### src/swc_pkg.sv
// Constants, types and field layout of the sleep and wake controller
package swc_pkg;

	// ------------------------------------------------------------
	// Register offsets and fields
	// ------------------------------------------------------------
	localparam logic [13:0] ADDR_WDT_CTRL   = 14'h0018;
	localparam logic [13:0] ADDR_OPTION     = 14'h0081;
	localparam logic [13:0] ADDR_FUSE       = 14'h2007;
	localparam logic [13:0] ADDR_STATUS     = 14'h0003;
	localparam int          WDT_SWEN_BIT    = 0;
	localparam int          WDT_PS_LSB      = 1;
	localparam int          WDT_PS_MSB      = 4;
	localparam logic [7:0]  WDT_CTRL_RESET  = 8'h08;
	localparam logic [7:0]  WDT_CTRL_MASK   = 8'h1F;
	localparam logic [7:0]  OPTION_RESET    = 8'hFF;
	localparam logic [7:0]  FUSE_RESET      = 8'hFF;
	localparam int          FUSE_CPD_BIT    = 7;
	localparam int          FUSE_CP_BIT     = 6;
	localparam int          FUSE_MCLRE_BIT  = 5;
	localparam int          FUSE_FUSE_WATCHDOG_ENABLE_BIT   = 3;
	localparam int          FUSE_FOSC_MSB   = 2;
	localparam logic [2:0]  FOSC_LP         = 3'h0;
	localparam logic [2:0]  FOSC_XT         = 3'h1;
	localparam logic [2:0]  FOSC_HS         = 3'h2;
	localparam int          STATUS_PD_BIT   = 3;
	localparam int          STATUS_TO_BIT   = 4;
	localparam logic [3:0]  WDT_PS_MAX      = 4'hB;
	localparam logic [16:0] WDT_RATIO_MIN   = 17'h00020;
	localparam logic [16:0] WDT_RATIO_TOP   = 17'h10000;

	// ------------------------------------------------------------
	// Timing
	// ------------------------------------------------------------
	localparam int          CLK_PERIOD_NS   = 50;
	localparam int          TOSC_NS         = 50;
	localparam int          OST_TOSC        = 1024;
	localparam int          OST_CYCLES      = (OST_TOSC * TOSC_NS + CLK_PERIOD_NS - 1) / CLK_PERIOD_NS;
	localparam logic [9:0]  OST_LAST        = 10'(OST_CYCLES - 1);

	// ------------------------------------------------------------
	// Serial programming
	// ------------------------------------------------------------
	localparam logic [3:0]  CMD_LAST_BIT    = 4'h5;
	localparam logic [3:0]  DATA_LAST_BIT   = 4'hD;
	localparam logic [13:0] PC_RESET        = 14'h0000;
	localparam logic [13:0] ID_BASE         = 14'h2000;
	localparam logic [13:0] ID_TOP          = 14'h2003;
	localparam logic [5:0]  CMD_LOAD_CFG    = 6'h00;
	localparam logic [5:0]  CMD_LOAD_DATA   = 6'h02;
	localparam logic [5:0]  CMD_READ_DATA   = 6'h04;
	localparam logic [5:0]  CMD_INC_ADDR    = 6'h06;
	localparam logic [5:0]  CMD_BULK_ERASE  = 6'h09;

	// ------------------------------------------------------------
	// Types
	// ------------------------------------------------------------
	typedef enum logic [1:0] {
		S_RUN   = 2'b00,
		S_SLEEP = 2'b01,
		S_OST   = 2'b11,
		S_WAKE  = 2'b10
	} swc_state_e;

	typedef enum logic [1:0] {
		P_CMD  = 2'b00,
		P_DIN  = 2'b01,
		P_DOUT = 2'b10
	} swc_prog_e;

	typedef struct packed {
		logic second_timer_async;
		logic serial_rx;
		logic ultra_low_power_wake;
		logic adc_rc;
		logic eeprom_write;
		logic comparator;
		logic port_change;
		logic ext_int;
	} swc_wake_src_s;

	typedef struct packed {
		logic [13:0] addr;
		logic [7:0]  wdata;
		logic        wr;
		logic        rd;
	} swc_bus_req_s;

endpackage

### src/swc_sleep_wake.sv
// Sleep, wake, watchdog and serial program mode controller
//
// The address-and-strobe port was chosen for this implementation.
`timescale 1ns/1ps
module swc_sleep_wake (
	// Clock, reset, enable
	input  wire logic                   clk_sys,
	input  wire logic                   rst,
	input  wire logic                   clk_en,
	// Register port
	input  wire swc_pkg::swc_bus_req_s  bus_req,
	output logic [7:0]                  bus_rdata,
	// Core
	input  wire logic                   sleep_instr,
	input  wire logic                   watchdog_clear_instr,
	input  wire logic                   global_irq_enable,
	input  wire swc_pkg::swc_wake_src_s irq_flag,
	input  wire swc_pkg::swc_wake_src_s irq_enable,
	input  wire logic                   wdt_tick,
	output logic                        core_run,
	output logic                        osc_drive_en,
	output logic                        port_hold,
	output logic                        prefetch_next,
	output logic                        resume_pulse,
	output logic                        vector_req,
	output logic                        core_reset,
	output logic                        wdt_reset,
	output logic                        powerdown_flag,
	output logic                        timeout_flag,
	// Master clear pin
	input  wire logic                   master_clear_pin,
	input  wire logic                   master_clear_hv,
	output logic                        master_clear_out,
	output logic                        master_clear_oe,
	// Programming pins
	input  wire logic                   prog_data_pin,
	input  wire logic                   prog_clock_pin,
	output logic                        prog_data_out,
	output logic                        prog_data_oe,
	output logic                        prog_mode,
	// Program memory
	input  wire logic [13:0]            flash_rdata,
	output logic [13:0]                 flash_addr,
	output logic [13:0]                 flash_wdata,
	output logic                        flash_wr,
	output logic                        flash_erase,
	output logic                        eeprom_erase
);
	import swc_pkg::*;

	// ------------------------------------------------------------
	// Declarations
	// ------------------------------------------------------------
	swc_state_e  state;
	swc_state_e  next_state;
	swc_prog_e   pstate;
	logic [7:0]  wdt_ctrl;
	logic [7:0]  option_reg;
	logic [7:0]  fuse;
	logic [16:0] wdt_count;
	logic [9:0]  ost_cnt;
	logic        wake_by_irq;
	logic        pending;
	logic        ext_rst;
	logic        crystal;
	logic        sleep_go;
	logic        wdt_en;
	logic        wdt_expire;
	logic        wdt_clear;
	logic        leave_sleep;
	logic        prog_clk_q;
	logic        prog_fall;
	logic        prog_rise;
	logic [3:0]  bit_cnt;
	logic [5:0]  cmd_sh;
	logic [5:0]  cmd_now;
	logic [13:0] din_sh;
	logic [13:0] din_now;
	logic [13:0] dout_sh;
	logic [13:0] pc;
	logic        din_done;
	logic [13:0] din_word;
	logic        erase_cmd;
	logic [6:0]  id_mem [4];

	// ------------------------------------------------------------
	// Helpers
	// ------------------------------------------------------------
	function automatic logic [16:0] wdt_ratio(input logic [3:0] ps);
		if (ps <= WDT_PS_MAX) begin
			wdt_ratio = WDT_RATIO_MIN << ps;
		end else begin
			wdt_ratio = WDT_RATIO_TOP;
		end
	endfunction

	function automatic logic in_id(input logic [13:0] a);
		in_id = (a >= ID_BASE) && (a <= ID_TOP);
	endfunction

	// ------------------------------------------------------------
	// Wake and sleep decode
	// ------------------------------------------------------------
	assign pending     = |(8'(irq_flag) & 8'(irq_enable));
	assign ext_rst     = !master_clear_pin && fuse[FUSE_MCLRE_BIT] && !prog_mode;
	assign crystal     = fuse[FUSE_FOSC_MSB:0] inside {FOSC_LP, FOSC_XT, FOSC_HS};
	assign sleep_go    = (state == S_RUN) && sleep_instr && !pending && !prog_mode && !ext_rst;
	assign wdt_en      = fuse[FUSE_FUSE_WATCHDOG_ENABLE_BIT] || wdt_ctrl[WDT_SWEN_BIT];
	assign wdt_expire  = wdt_en && wdt_tick && (state != S_OST)
		&& (wdt_count >= wdt_ratio(wdt_ctrl[WDT_PS_MSB:WDT_PS_LSB]) - 17'h00001);
	assign leave_sleep = (state == S_SLEEP) && (pending || wdt_expire);
	assign wdt_clear   = watchdog_clear_instr || sleep_go || leave_sleep || (state == S_OST) || ext_rst || !wdt_en;

	always_comb begin
		next_state = state;
		case (state)
			S_RUN: begin
				if (sleep_go) begin
					next_state = S_SLEEP;
				end
			end
			S_SLEEP: begin
				if (leave_sleep) begin
					next_state = crystal ? S_OST : S_WAKE;
				end
			end
			S_OST: begin
				if (ost_cnt == OST_LAST) begin
					next_state = S_WAKE;
				end
			end
			default: begin
				next_state = S_RUN;
			end
		endcase
		if (ext_rst) begin
			next_state = S_RUN;
		end
	end

	// ------------------------------------------------------------
	// Power state
	// ------------------------------------------------------------
	always_ff @(posedge clk_sys) begin
		if (rst) begin
			state <= S_RUN;
		end else if (clk_en) begin
			state <= next_state;
		end
	end

	always_ff @(posedge clk_sys) begin
		if (rst) begin
			ost_cnt <= '0;
		end else if (clk_en) begin
			ost_cnt <= (state == S_OST) ? ost_cnt + 10'h001 : 10'h000;
		end
	end

	always_ff @(posedge clk_sys) begin
		if (rst) begin
			wake_by_irq <= 1'b0;
		end else if (clk_en && leave_sleep) begin
			wake_by_irq <= pending;
		end
	end

	always_ff @(posedge clk_sys) begin
		if (rst) begin
			core_run      <= 1'b1;
			osc_drive_en  <= 1'b1;
			port_hold     <= 1'b0;
			prefetch_next <= 1'b0;
			resume_pulse  <= 1'b0;
			vector_req    <= 1'b0;
			core_reset    <= 1'b0;
			wdt_reset     <= 1'b0;
		end else if (clk_en) begin
			core_run      <= (next_state == S_RUN) && !prog_mode;
			osc_drive_en  <= (next_state != S_SLEEP);
			port_hold     <= (next_state == S_SLEEP) || (next_state == S_OST);
			prefetch_next <= (state == S_RUN) && sleep_instr;
			resume_pulse  <= (state == S_WAKE) && !ext_rst;
			vector_req    <= (state == S_WAKE) && !ext_rst && wake_by_irq && global_irq_enable;
			core_reset    <= ext_rst;
			wdt_reset     <= wdt_expire && (state == S_RUN);
		end
	end

	// Master clear is input only
	always_ff @(posedge clk_sys) begin
		if (rst) begin
			master_clear_out <= 1'b0;
			master_clear_oe  <= 1'b0;
		end else if (clk_en) begin
			master_clear_out <= 1'b0;
			master_clear_oe  <= 1'b0;
		end
	end

	// ------------------------------------------------------------
	// Status flags
	// ------------------------------------------------------------
	always_ff @(posedge clk_sys) begin
		if (rst) begin
			powerdown_flag <= 1'b1;
			timeout_flag   <= 1'b1;
		end else if (clk_en) begin
			if (wdt_expire) begin
				timeout_flag <= 1'b0;
			end else if (sleep_go) begin
				powerdown_flag <= 1'b0;
				timeout_flag   <= 1'b1;
			end else if (watchdog_clear_instr) begin
				powerdown_flag <= 1'b1;
				timeout_flag   <= 1'b1;
			end
		end
	end

	// ------------------------------------------------------------
	// Watchdog counter
	// ------------------------------------------------------------
	always_ff @(posedge clk_sys) begin
		if (rst) begin
			wdt_count <= '0;
		end else if (clk_en) begin
			if (wdt_clear || wdt_expire) begin
				wdt_count <= '0;
			end else if (wdt_tick) begin
				wdt_count <= wdt_count + 17'h00001;
			end
		end
	end

	// ------------------------------------------------------------
	// Register port
	// ------------------------------------------------------------
	always_ff @(posedge clk_sys) begin
		if (rst) begin
			wdt_ctrl   <= WDT_CTRL_RESET;
			option_reg <= OPTION_RESET;
		end else if (clk_en && bus_req.wr) begin
			if (bus_req.addr == ADDR_WDT_CTRL) begin
				wdt_ctrl <= bus_req.wdata & WDT_CTRL_MASK;
			end else if (bus_req.addr == ADDR_OPTION) begin
				option_reg <= bus_req.wdata;
			end
		end
	end

	always_ff @(posedge clk_sys) begin
		if (rst) begin
			bus_rdata <= '0;
		end else if (clk_en) begin
			if (!bus_req.rd) begin
				bus_rdata <= '0;
			end else if (bus_req.addr == ADDR_WDT_CTRL) begin
				bus_rdata <= wdt_ctrl;
			end else if (bus_req.addr == ADDR_OPTION) begin
				bus_rdata <= option_reg;
			end else if (bus_req.addr == ADDR_FUSE) begin
				bus_rdata <= fuse;
			end else if (bus_req.addr == ADDR_STATUS) begin
				bus_rdata <= 8'(({1'b0, timeout_flag, powerdown_flag}) << STATUS_PD_BIT);
			end else begin
				bus_rdata <= '0;
			end
		end
	end

	// ------------------------------------------------------------
	// Serial program and verify
	// ------------------------------------------------------------
	assign prog_fall = prog_clk_q && !prog_clock_pin;
	assign prog_rise = !prog_clk_q && prog_clock_pin;
	assign cmd_now   = {prog_data_pin, cmd_sh[5:1]};
	assign din_now   = {prog_data_pin, din_sh[13:1]};

	function automatic logic [13:0] read_word(input logic [13:0] a);
		if (in_id(a)) begin
			read_word = {7'h00, id_mem[a[1:0]]};
		end else if (a == ADDR_FUSE) begin
			read_word = {6'h00, fuse};
		end else if (fuse[FUSE_CP_BIT]) begin
			read_word = flash_rdata;
		end else begin
			read_word = '0;
		end
	endfunction

	always_ff @(posedge clk_sys) begin
		if (rst) begin
			prog_clk_q <= 1'b0;
		end else if (clk_en) begin
			prog_clk_q <= prog_clock_pin;
		end
	end

	always_ff @(posedge clk_sys) begin
		if (rst) begin
			prog_mode <= 1'b0;
			pstate    <= P_CMD;
			bit_cnt   <= '0;
			cmd_sh    <= '0;
			din_sh    <= '0;
			dout_sh   <= '0;
			pc        <= PC_RESET;
			din_done  <= 1'b0;
			din_word  <= '0;
			erase_cmd <= 1'b0;
		end else if (clk_en) begin
			din_done  <= 1'b0;
			erase_cmd <= 1'b0;
			if (!master_clear_hv) begin
				prog_mode <= 1'b0;
			end else if (!prog_mode) begin
				if (!prog_data_pin && !prog_clock_pin) begin
					prog_mode <= 1'b1;
					pstate    <= P_CMD;
					bit_cnt   <= '0;
					pc        <= PC_RESET;
				end
			end else if (prog_rise && pstate == P_DOUT) begin
				dout_sh <= {1'b0, dout_sh[13:1]};
			end else if (prog_fall) begin
				bit_cnt <= bit_cnt + 4'h1;
				case (pstate)
					P_CMD: begin
						cmd_sh <= cmd_now;
						if (bit_cnt == CMD_LAST_BIT) begin
							bit_cnt <= '0;
							if (cmd_now == CMD_LOAD_CFG) begin
								pc     <= ID_BASE;
								pstate <= P_DIN;
							end else if (cmd_now == CMD_LOAD_DATA) begin
								pstate <= P_DIN;
							end else if (cmd_now == CMD_READ_DATA) begin
								pstate  <= P_DOUT;
								dout_sh <= read_word(pc);
							end else if (cmd_now == CMD_INC_ADDR) begin
								pc <= pc + 14'h0001;
							end else if (cmd_now == CMD_BULK_ERASE) begin
								erase_cmd <= 1'b1;
							end
						end
					end
					P_DIN: begin
						din_sh <= din_now;
						if (bit_cnt == DATA_LAST_BIT) begin
							bit_cnt  <= '0;
							din_done <= 1'b1;
							din_word <= din_now;
							pstate   <= P_CMD;
						end
					end
					default: begin
						if (bit_cnt == DATA_LAST_BIT) begin
							bit_cnt <= '0;
							pstate  <= P_CMD;
						end
					end
				endcase
			end
		end
	end

	always_ff @(posedge clk_sys) begin
		if (rst) begin
			prog_data_out <= 1'b0;
			prog_data_oe  <= 1'b0;
		end else if (clk_en) begin
			prog_data_oe <= prog_mode && (pstate == P_DOUT);
			if (prog_rise && pstate == P_DOUT) begin
				prog_data_out <= dout_sh[0];
			end
		end
	end

	// ------------------------------------------------------------
	// ID words, fuses and memory writes
	// ------------------------------------------------------------
	always_ff @(posedge clk_sys) begin
		if (rst) begin
			fuse         <= FUSE_RESET;
			flash_wr     <= 1'b0;
			flash_erase  <= 1'b0;
			eeprom_erase <= 1'b0;
			flash_addr   <= '0;
			flash_wdata  <= '0;
			for (int i = 0; i < 4; i++) begin
				id_mem[i] <= '0;
			end
		end else if (clk_en) begin
			flash_wr     <= 1'b0;
			flash_erase  <= erase_cmd;
			eeprom_erase <= erase_cmd;
			flash_addr   <= pc;
			if (din_done) begin
				if (in_id(pc)) begin
					id_mem[pc[1:0]] <= din_word[6:0];
				end else if (pc == ADDR_FUSE) begin
					fuse <= din_word[7:0];
					if ((!fuse[FUSE_CP_BIT] && din_word[FUSE_CP_BIT])
						|| (!fuse[FUSE_CPD_BIT] && din_word[FUSE_CPD_BIT])) begin
						flash_erase  <= 1'b1;
						eeprom_erase <= 1'b1;
					end
				end else begin
					flash_wr    <= 1'b1;
					flash_wdata <= din_word;
				end
			end
		end
	end
endmodule

### config.mk
export PLATFORM = sky130hd
export DESIGN_NAME = swc_sleep_wake
export DESIGN_NICKNAME = d
export VERILOG_FILES = /design/src/swc_pkg.sv /design/src/swc_sleep_wake.sv
export SDC_FILE = /design/constraint.sdc
export NUM_CORES = 1
export LEC_CHECK = 0
export ABC_AREA = 0
export BUFFER_PORTS_ARGS = -buffer_cell sky130_fd_sc_hd__buf_4
export CORE_ASPECT_RATIO = 1.1
export CORE_MARGIN = 10
export CORE_UTILIZATION = 25
export DETAILED_ROUTE_END_ITERATION = 8
export MAX_ROUTING_LAYER = met4
export PLACE_DENSITY = 0.45
export SYNTH_ARGS = -nofsm -noshare
export SYNTH_HDL_FRONTEND = slang
export SYNTH_SLANG_ARGS = --single-unit
export TNS_END_PERCENT = 1
### constraint.sdc
create_clock -name clk_sys -period 6.2 [get_ports clk_sys]
set_clock_uncertainty 0.15 [all_clocks]
set_input_delay 0.62 -clock clk_sys [delete_from_list [all_inputs] [get_ports clk_sys]]
set_output_delay 0.62 -clock clk_sys [all_outputs]
set_load 0.1 [all_outputs]
==> results.sh, run 1 <==
export IMPL_start_kind="flip-flop"
export IMPL_die_y_um=222.3
export IMPL_setup_ws_ns=2.565
export IMPL_drt_wl_total_mm=27.74
export IMPL_dr_pass1_iters=5
export IMPL_vias_per_cell=4.701
export IMPL_post_cts_buffers=0
export IMPL_clock_root_buffer="clkbuf_16"
export IMPL_grt_usage_pct=12.34
export IMPL_io_pins=119
export IMPL_dieArea_mm2=0.04534
export IMPL_hold_viol_final=0
export IMPL_htreeDepth=4
export IMPL_drt_iter0_drc=375
export IMPL_wl_per_cell_um=17.26
export IMPL_setup_viol=0
export IMPL_area_growth_syn_to_layout_pct=20.72
export IMPL_clkLatencyLatePin_ns=0.44
export IMPL_cts_sinks=200
export IMPL_numCtsBuffers=17
export IMPL_critPathLaunch="wdt_ctrl[3]$_SDFFE_PP1P_"
export IMPL_setup_tns_final_ns=0
export IMPL_ant_nets=0
export IMPL_max_freq_mhz=275.1
export IMPL_cts_tree="done"
export IMPL_fp_dieW_um=203.9
export IMPL_routabilityCongestion=0.7922
export IMPL_synth_area_leaders="dfxtp_1 (37%), edfxtp_1 (9.0%), mux2i_1 (5.7%)"
export IMPL_regMostFlops="id_mem"
export IMPL_final_cell_mix="dfxtp_1 (172), nand2_1 (131), buf_4 (122), nor2_1 (120), a21oi_1 (72)"
export IMPL_syn_avg_cell_area_um2=9.139
export IMPL_rsz0062_at_grt="false"
export IMPL_end_kind="flip-flop"
export IMPL_num_vias=7554
export IMPL_fin_crit_sh_pct=58.64
export IMPL_crit_fanout=11
export IMPL_seq_area_frac_synth_pct=46.05
export IMPL_rr_startpoint="wdt_ctrl[3]$_SDFFE_PP1P_"
export IMPL_synth_top_area_share_pct=37.01
export IMPL_endpoint="osc_drive_en$_SDFFE_PP1P_"
export IMPL_hpwl_mm=20.15
export IMPL_yosys_register_bits=200
export IMPL_synth_edff_count=28
export IMPL_fillerInstances=3902
export IMPL_reg2reg_slack_ns=2.56
export IMPL_largest_reg_flops=28
export IMPL_pre_cts_ws_ns=2.368
export IMPL_clk_pin_slew_worst_paths_ns=0.08
export IMPL_synth_async_reset_ratio_pct=0
export IMPL_synth_flop_cell="dfxtp_1"
export IMPL_period_minus_slack_ns=3.635
export IMPL_port_buffers=116
export IMPL_grt_antenna_before_repair=1
export IMPL_start_util_pct=25.18
export IMPL_synthDistinctLibCells=81
export IMPL_worst_pin_slew_ns=1.169
export IMPL_max_cap_violations=0
export IMPL_hold_class="input pin to flip-flop"
export IMPL_cts_hold_fix_buffers=0
export IMPL_finalMaxSlewViolations=0
export IMPL_layout_commonest_cell="dfxtp_1"
export IMPL_critPathRequiredTime_ns=6.33
export IMPL_ctsResizeCount=0
export IMPL_placedCellCount=1574
export IMPL_grt_first_pass_wirelength_mm=43.34
export IMPL_cts_buffer_depth=2
export IMPL_core_area_mm2=0.03694
export IMPL_power_density_mw_per_mm2=243.3
export IMPL_path_class="flip-flop to flip-flop"
export IMPL_drc=0
export IMPL_netlist_instances=1018
export IMPL_status="completed"
export IMPL_layout_nets=1183
export IMPL_leakagePower_nw=4.153
export IMPL_row_count=74
export IMPL_maxSlewHeadroom_pct=22.08
export IMPL_irDropWorstVdd_mv=0.1785
export IMPL_netlist_area_mm2=0.009304
export IMPL_synth_largest_area_cell="dfxtp_1"
export IMPL_final_cells=1607
export IMPL_arrival_ns=3.77
export IMPL_yosysWarnings=0
export IMPL_drive_above_1_share_pct=17.00
export IMPL_total_power_mw=2.732
export IMPL_grt_pass1_vias=7528
export IMPL_rr_worst_depth=14
export IMPL_regToRegEndpoint="osc_drive_en$_SDFFE_PP1P_"
export IMPL_grt_start_max_net_pins=80
export IMPL_grt_overflow=0
export IMPL_top_regs="id_mem (28), wdt_count (17)"
-- power breakdown --
group,internal (mW),switching [mW],total (mW)
Clock,0.702,0.528,1.23
Combinational,0.0612,0.106,0.167
Sequential,1.33,0.00946,1.33
Total,2.09,0.644,2.73
-- kinds of logic (layout without fill, tap and decap cells) --
group                    after synthesis  in the layout  synth area share, %
buffers and inverters                 76            169                3.537
AND/OR/NAND/NOR                      443            443                23.87
adder cells (fa/ha/maj)               19             19                2.555
XOR/XNOR                              34             34                3.201
multiplexers                          60             60                7.396
AO/OA/AOI/OAI                        184            184                13.31
other                                  2              4              0.08072
flip-flops                           200            200                46.05
-- cell type report --
| cell class | instances | area [um^2] | share of cell area (%) |
|---|---|---|---|
| Multi-Input combinational cell | 743 | 4710 | 41.93 |
| Clock buffer | 21 | 493.0 | 4.389 |
| Tap cell | 494 | 618.1 | 5.503 |
| Antenna cell | 1 | 2.502 | 0.02228 |
| Inverter | 15 | 56.30 | 0.5013 |
| Timing Repair Buffer | 122 | 915.9 | 8.154 |
| Clock inverter | 11 | 152.6 | 1.359 |
| Sequential cell | 200 | 4284 | 38.14 |
-- worst min-delay path by stage --
stage                           startpoint                     endpoint  slack [ns]  cells past startpoint
2_1_floorplan       din_sh[1]$_SDFFE_PP0P_     din_word[0]$_SDFFE_PP0P_        0.28                      2
3_3_place_gp   flash_wdata[0]$_SDFFE_PP0P_  flash_wdata[0]$_SDFFE_PP0P_        0.30                      2
3_5_place_dp        din_sh[1]$_SDFFE_PP0P_     din_word[0]$_SDFFE_PP0P_        0.30                      2
4_1_cts                         bus_req[9]   option_reg[7]$_SDFFE_PP1P_        0.24                      3
5_1_grt                         bus_req[3]   option_reg[1]$_SDFFE_PP1P_        0.25                      3
6_report                        bus_req[9]   option_reg[7]$_SDFFE_PP1P_        0.25                      3
-- per-stage QoR --
stage               hold slack [ns]  utilization [%]  area, um^2
CTS                          0.2377            30.40       11230
detailed placement           0.2965            28.65       10580
global placement             0.2974            28.65       10580
floorplan                    0.2812                -        9308
finish                       0.2537            30.40       11230
global route                 0.2501            30.40       11230
-- worst max-delay path, cell delays in order, from the launching register on --
cell and delay, ns:
dfxtp_1 0.41, nor2_1 0.26, nand3b_1 0.12, ha_1 0.30
and2_1 0.21, o21ai_0 0.18, a21oi_1 0.09, a31oi_1 0.17
ha_1 0.26, nand2_1 0.07, o21ai_0 0.08, a22oi_1 0.30
nand2_1 0.18, o41ai_1 0.53, a41oi_1 0.17
-- per-layer routing --
metal | vias to the layer above | global-route usage [%] | share of wire (%) | routed length (um)
met5 | - | - | 0 | 0
met4 | 0 | 4.447 | 2.3 | 645
met3 | 37 | 2.561 | 4.1 | 1126
met2 | 143 | 20.63 | 49 | 13690
met1 | 3600 | 14.33 | 44 | 12280
li1 | 3774 | - | - | -
-- synthesized netlist by cell type, types with 14 or more instances --
cell / n
edfxtp_1: 28
nor3_1: 17
a21oi_1: 72
nand4_1: 25
dfxtp_1: 172
clkbuf_1: 39
xnor2_1: 21
inv_1: 14
nand2_1: 131
a22oi_1: 14
mux2i_1: 53
o21ai_0: 28
a211oi_1: 17
and2_1: 44
nand3_1: 29
nor2_1: 120
ha_1: 19
No activity file was read; power rests on OpenSTA's default activity.
==> run 2, diff against run 1 <==
--- a/config.mk
+++ b/config.mk
@@ -5,14 +5,14 @@
 export SDC_FILE = /design/constraint.sdc
 export NUM_CORES = 1
 export LEC_CHECK = 0
-export ABC_AREA = 0
+export ABC_AREA = 1
 export BUFFER_PORTS_ARGS = -buffer_cell sky130_fd_sc_hd__buf_4
 export CORE_ASPECT_RATIO = 1.1
 export CORE_MARGIN = 10
 export CORE_UTILIZATION = 25
 export DETAILED_ROUTE_END_ITERATION = 8
 export MAX_ROUTING_LAYER = met4
-export PLACE_DENSITY = 0.45
+export PLACE_DENSITY = 0.46
 export SYNTH_ARGS = -nofsm -noshare
 export SYNTH_HDL_FRONTEND = slang
 export SYNTH_SLANG_ARGS = --single-unit
==> constraint.sdc (replaced) <==
create_clock -name clk_sys -period 3.06 [get_ports clk_sys]
set_clock_uncertainty 0.15 [all_clocks]
set_input_delay 0.306 -clock clk_sys [delete_from_list [all_inputs] [get_ports clk_sys]]
set_output_delay 0.306 -clock clk_sys [all_outputs]
set_load 0.1 [all_outputs]
==> run 2 against run 1 <==
  * Global-route usage grew 0.57 points
  * Power grew 100%
  * Maximum frequency grew 23%
  * Largest cell class unchanged
  * Largest power group unchanged
  * Highest routed layer unchanged
==> results.sh, run 2 <==
export IMPL_drc=0
export IMPL_hold_viol_final=0
export IMPL_cts_sinks=200
export IMPL_synth_edff_count=28
export IMPL_die_y_um=225.6
export IMPL_rr_startpoint="wdt_ctrl[4]$_SDFFE_PP0P_"
export IMPL_synth_commonest_cells="nand2_1 (186), dfxtp_1 (172), nor2_1 (165)"
export IMPL_netlist_area_mm2=0.009608
export IMPL_grt_overflow=0
export IMPL_pre_cts_ws_ns=-0.05219
export IMPL_fillerInstances=4170
export IMPL_crit_fanout=7
export IMPL_final_cell_mix="nand2_1 (183), dfxtp_1 (169), nor2_1 (159), buf_4 (146), a21oi_1 (132)"
export IMPL_setup_viol=0
export IMPL_power_density_mw_per_mm2=466.5
export IMPL_dr_pass1_iters=5
export IMPL_fp_dieW_um=206.9
export IMPL_hold_class="input pin to flip-flop"
export IMPL_period_minus_slack_ns=2.958
export IMPL_io_pins=119
export IMPL_drt_wl_total_mm=29.83
export IMPL_antennaDiodeCount=0
export IMPL_syn_avg_cell_area_um2=7.542
export IMPL_leakagePower_nw=4.797
export IMPL_grt_pass1_vias=8572
export IMPL_setup_ws_ns=0.1024
export IMPL_end_kind="flip-flop"
export IMPL_row_count=75
export IMPL_synth_largest_area_cell="dfxtp_1"
export IMPL_placedCellCount=1865
export IMPL_hold_path_endpoint="din_word[8]$_SDFFE_PP0P_"
export IMPL_yosysWarnings=0
export IMPL_synth_area_leaders="dfxtp_1 (36%), edfxtp_1 (8.8%), nand2_1 (7.3%)"
export IMPL_netlist_instances=1274
export IMPL_start_util_pct=25.22
export IMPL_htreeDepth=4
export IMPL_routabilityCongestion=0.8481
export IMPL_layout_nets=1483
export IMPL_dieArea_mm2=0.04668
export IMPL_cts_tree="done"
export IMPL_wl_per_cell_um=15.60
export IMPL_ant_nets=0
export IMPL_max_freq_mhz=338.1
export IMPL_path_class="flip-flop to flip-flop"
export IMPL_regToRegEndpoint="wdt_count[7]$_SDFFE_PP0P_"
export IMPL_critPathRequiredTime_ns=3.28
export IMPL_drive_above_1_share_pct=16.43
export IMPL_fin_util_pct=31.18
export IMPL_regMostFlops="id_mem"
export IMPL_seq_area_frac_synth_pct=44.59
export IMPL_largest_reg_flops=28
export IMPL_reg2reg_slack_ns=0.10
export IMPL_num_vias=8824
export IMPL_final_cells=1912
export IMPL_numCtsBuffers=17
export IMPL_fin_crit_sh_pct=96.65
export IMPL_rr_worst_depth=21
export IMPL_synth_top_area_share_pct=35.84
export IMPL_min_path_cells=2
export IMPL_layout_commonest_cell="nand2_1"
export IMPL_clock_root_buffer="clkbuf_16"
export IMPL_irDropWorstVdd_mv=0.4005
export IMPL_worst_pin_slew_ns=0.6860
export IMPL_max_cap_violations=0
export IMPL_drt_iter0_drc=501
export IMPL_grt_usage_pct=12.91
export IMPL_area_growth_syn_to_layout_pct=23.62
export IMPL_finalMaxSlewViolations=0
export IMPL_synthDistinctLibCells=52
export IMPL_yosys_register_bits=200
export IMPL_vias_per_cell=4.615
export IMPL_min_from="rst"
export IMPL_port_buffers=116
export IMPL_yosysMostFrequentCell="nand2_1"
export IMPL_hpwl_mm=21.59
export IMPL_start_kind="flip-flop"
export IMPL_maxSlewHeadroom_pct=54.15
export IMPL_clkLatencyLatePin_ns=0.45
export IMPL_synth_flop_cell="dfxtp_1"
export IMPL_grt_start_max_net_pins=42
export IMPL_arrival_ns=3.18
export IMPL_clk_pin_slew_worst_paths_ns=0.08
export IMPL_top_regs="id_mem (28), wdt_count (17)"
export IMPL_rsz0062_at_grt="true"
export IMPL_core_area_mm2=0.03810
export IMPL_grt_antenna_before_repair=0
export IMPL_synth_async_reset_ratio_pct=0
export IMPL_cts_buffer_depth=2
export IMPL_grt_first_pass_wirelength_mm=46.74
export IMPL_status="completed"
-- run 2: changes by cell type after synthesis, sizes merged, moves of 45 or more --
cell,previous run,this run
nand3,30,112
and2,45,0
o21ai,28,109
a21oi,73,134
nand2,131,196
inv,15,121
mux2i,53,0
nor2,122,170
-- run 2: worst max-delay path by stage --
stage / startpoint / to / slack [ns] / cells past startpoint
floorplan: wdt_ctrl[3]$_SDFFE_PP1P_ / wdt_count[1]$_SDFFE_PP0P_ / 0.02 / 21
global placement: wdt_ctrl[3]$_SDFFE_PP1P_ / wdt_count[16]$_SDFFE_PP0P_ / -0.006 / 19
detailed placement: wdt_ctrl[3]$_SDFFE_PP1P_ / wdt_count[6]$_SDFFE_PP0P_ / -0.05 / 19
CTS: wdt_ctrl[3]$_SDFFE_PP1P_ / wdt_count[6]$_SDFFE_PP0P_ / 0.006 / 21
global route: wdt_ctrl[4]$_SDFFE_PP0P_ / wdt_count[10]$_SDFFE_PP0P_ / -0.15 / 21
finish: wdt_ctrl[4]$_SDFFE_PP0P_ / wdt_count[7]$_SDFFE_PP0P_ / 0.10 / 21
-- run 2: cells by family (layout without fill, tap and decap cells) --
kind of cell	count (synthesis)	in the layout	share of synthesized area (%)
other	2	3	0.07816
xor gates and xnor gates	25	25	2.279
AOI/OAI and AO/OA	289	289	16.50
DFF	200	200	44.59
and+or+nand+nor	558	559	26.20
buffers and inverters	181	317	7.879
adders and majority gates	19	19	2.474
-- run 2: per-layer routing --
| layer | track usage, % | routed length, um |
|---|---|---|
| met1 | 16.88 | 14320 |
| met3 | 2.121 | 1315 |
| met2 | 20.16 | 13780 |
| met5 | - | 0 |
| met4 | 3.625 | 413 |
-- run 2: cell type report --
cell class / instances / area (um^2) / share of cell area, %
clock buffers: 18 / 450.4 / 3.792
clock inverters: 14 / 148.9 / 1.254
inverters: 124 / 465.4 / 3.919
multi-input cells: 895 / 4623 / 38.92
flip-flops and latches: 200 / 4288 / 36.10
well taps: 500 / 625.6 / 5.267
repair buffers: 161 / 1276 / 10.74
-- run 2: worst max-delay path, stage by stage (launching register included) --
cell and delay (ns):
dfxtp_2 0.34, nor2_4 0.11, nand2_2 0.07, nor2_4 0.09
inv_1 0.05, ha_2 0.18, inv_2 0.05, a21oi_1 0.04
xnor2_1 0.15, ha_1 0.32, nand2_1 0.08, a21oi_1 0.04
nor2_1 0.08, nand2_1 0.07, nor2_2 0.11, nand3_2 0.12
nand2_4 0.11, o2111ai_4 0.18, clkbuf_16 0.23, nor2_1 0.09
nand3_1 0.07, a21oi_1 0.15
-- run 2: power by group --
| group | switching [mW] | total (mW) | internal [mW] | leakage [nW] |
|---|---|---|---|---|
| Clock | 1.17 | 2.34 | 1.17 | 0.296 |
| Sequential | 0.0208 | 2.71 | 2.69 | 1.68 |
| Combinational | 0.338 | 0.491 | 0.154 | 2.82 |
| Total | 1.52 | 5.54 | 4.02 | 4.80 |
-- run 2: what timing repair did --
item | CTS | global route
setup endpoints to repair | 16 | 25
pin swaps | 1 | 9
buffers inserted | 1 | 0
hold buffers | 12 | 0
gates resized for setup | 0 | 21
cloned | 0 | 2
endpoints found under the hold margin | 15 | 0
-- run 2: through the flow --
step	setup TNS, ns	hold WS [ns]	power, mW	instance area [um^2]
floorplan	0	0.2792	3.075	9612
global placement	-0.006638	0.2888	3.243	11050
detailed placement	-0.6566	0.2948	3.242	11050
CTS	0	0.002130	5.604	11790
global route	-2.138	0.01416	5.746	11880
finish	0	0.01408	5.540	11880
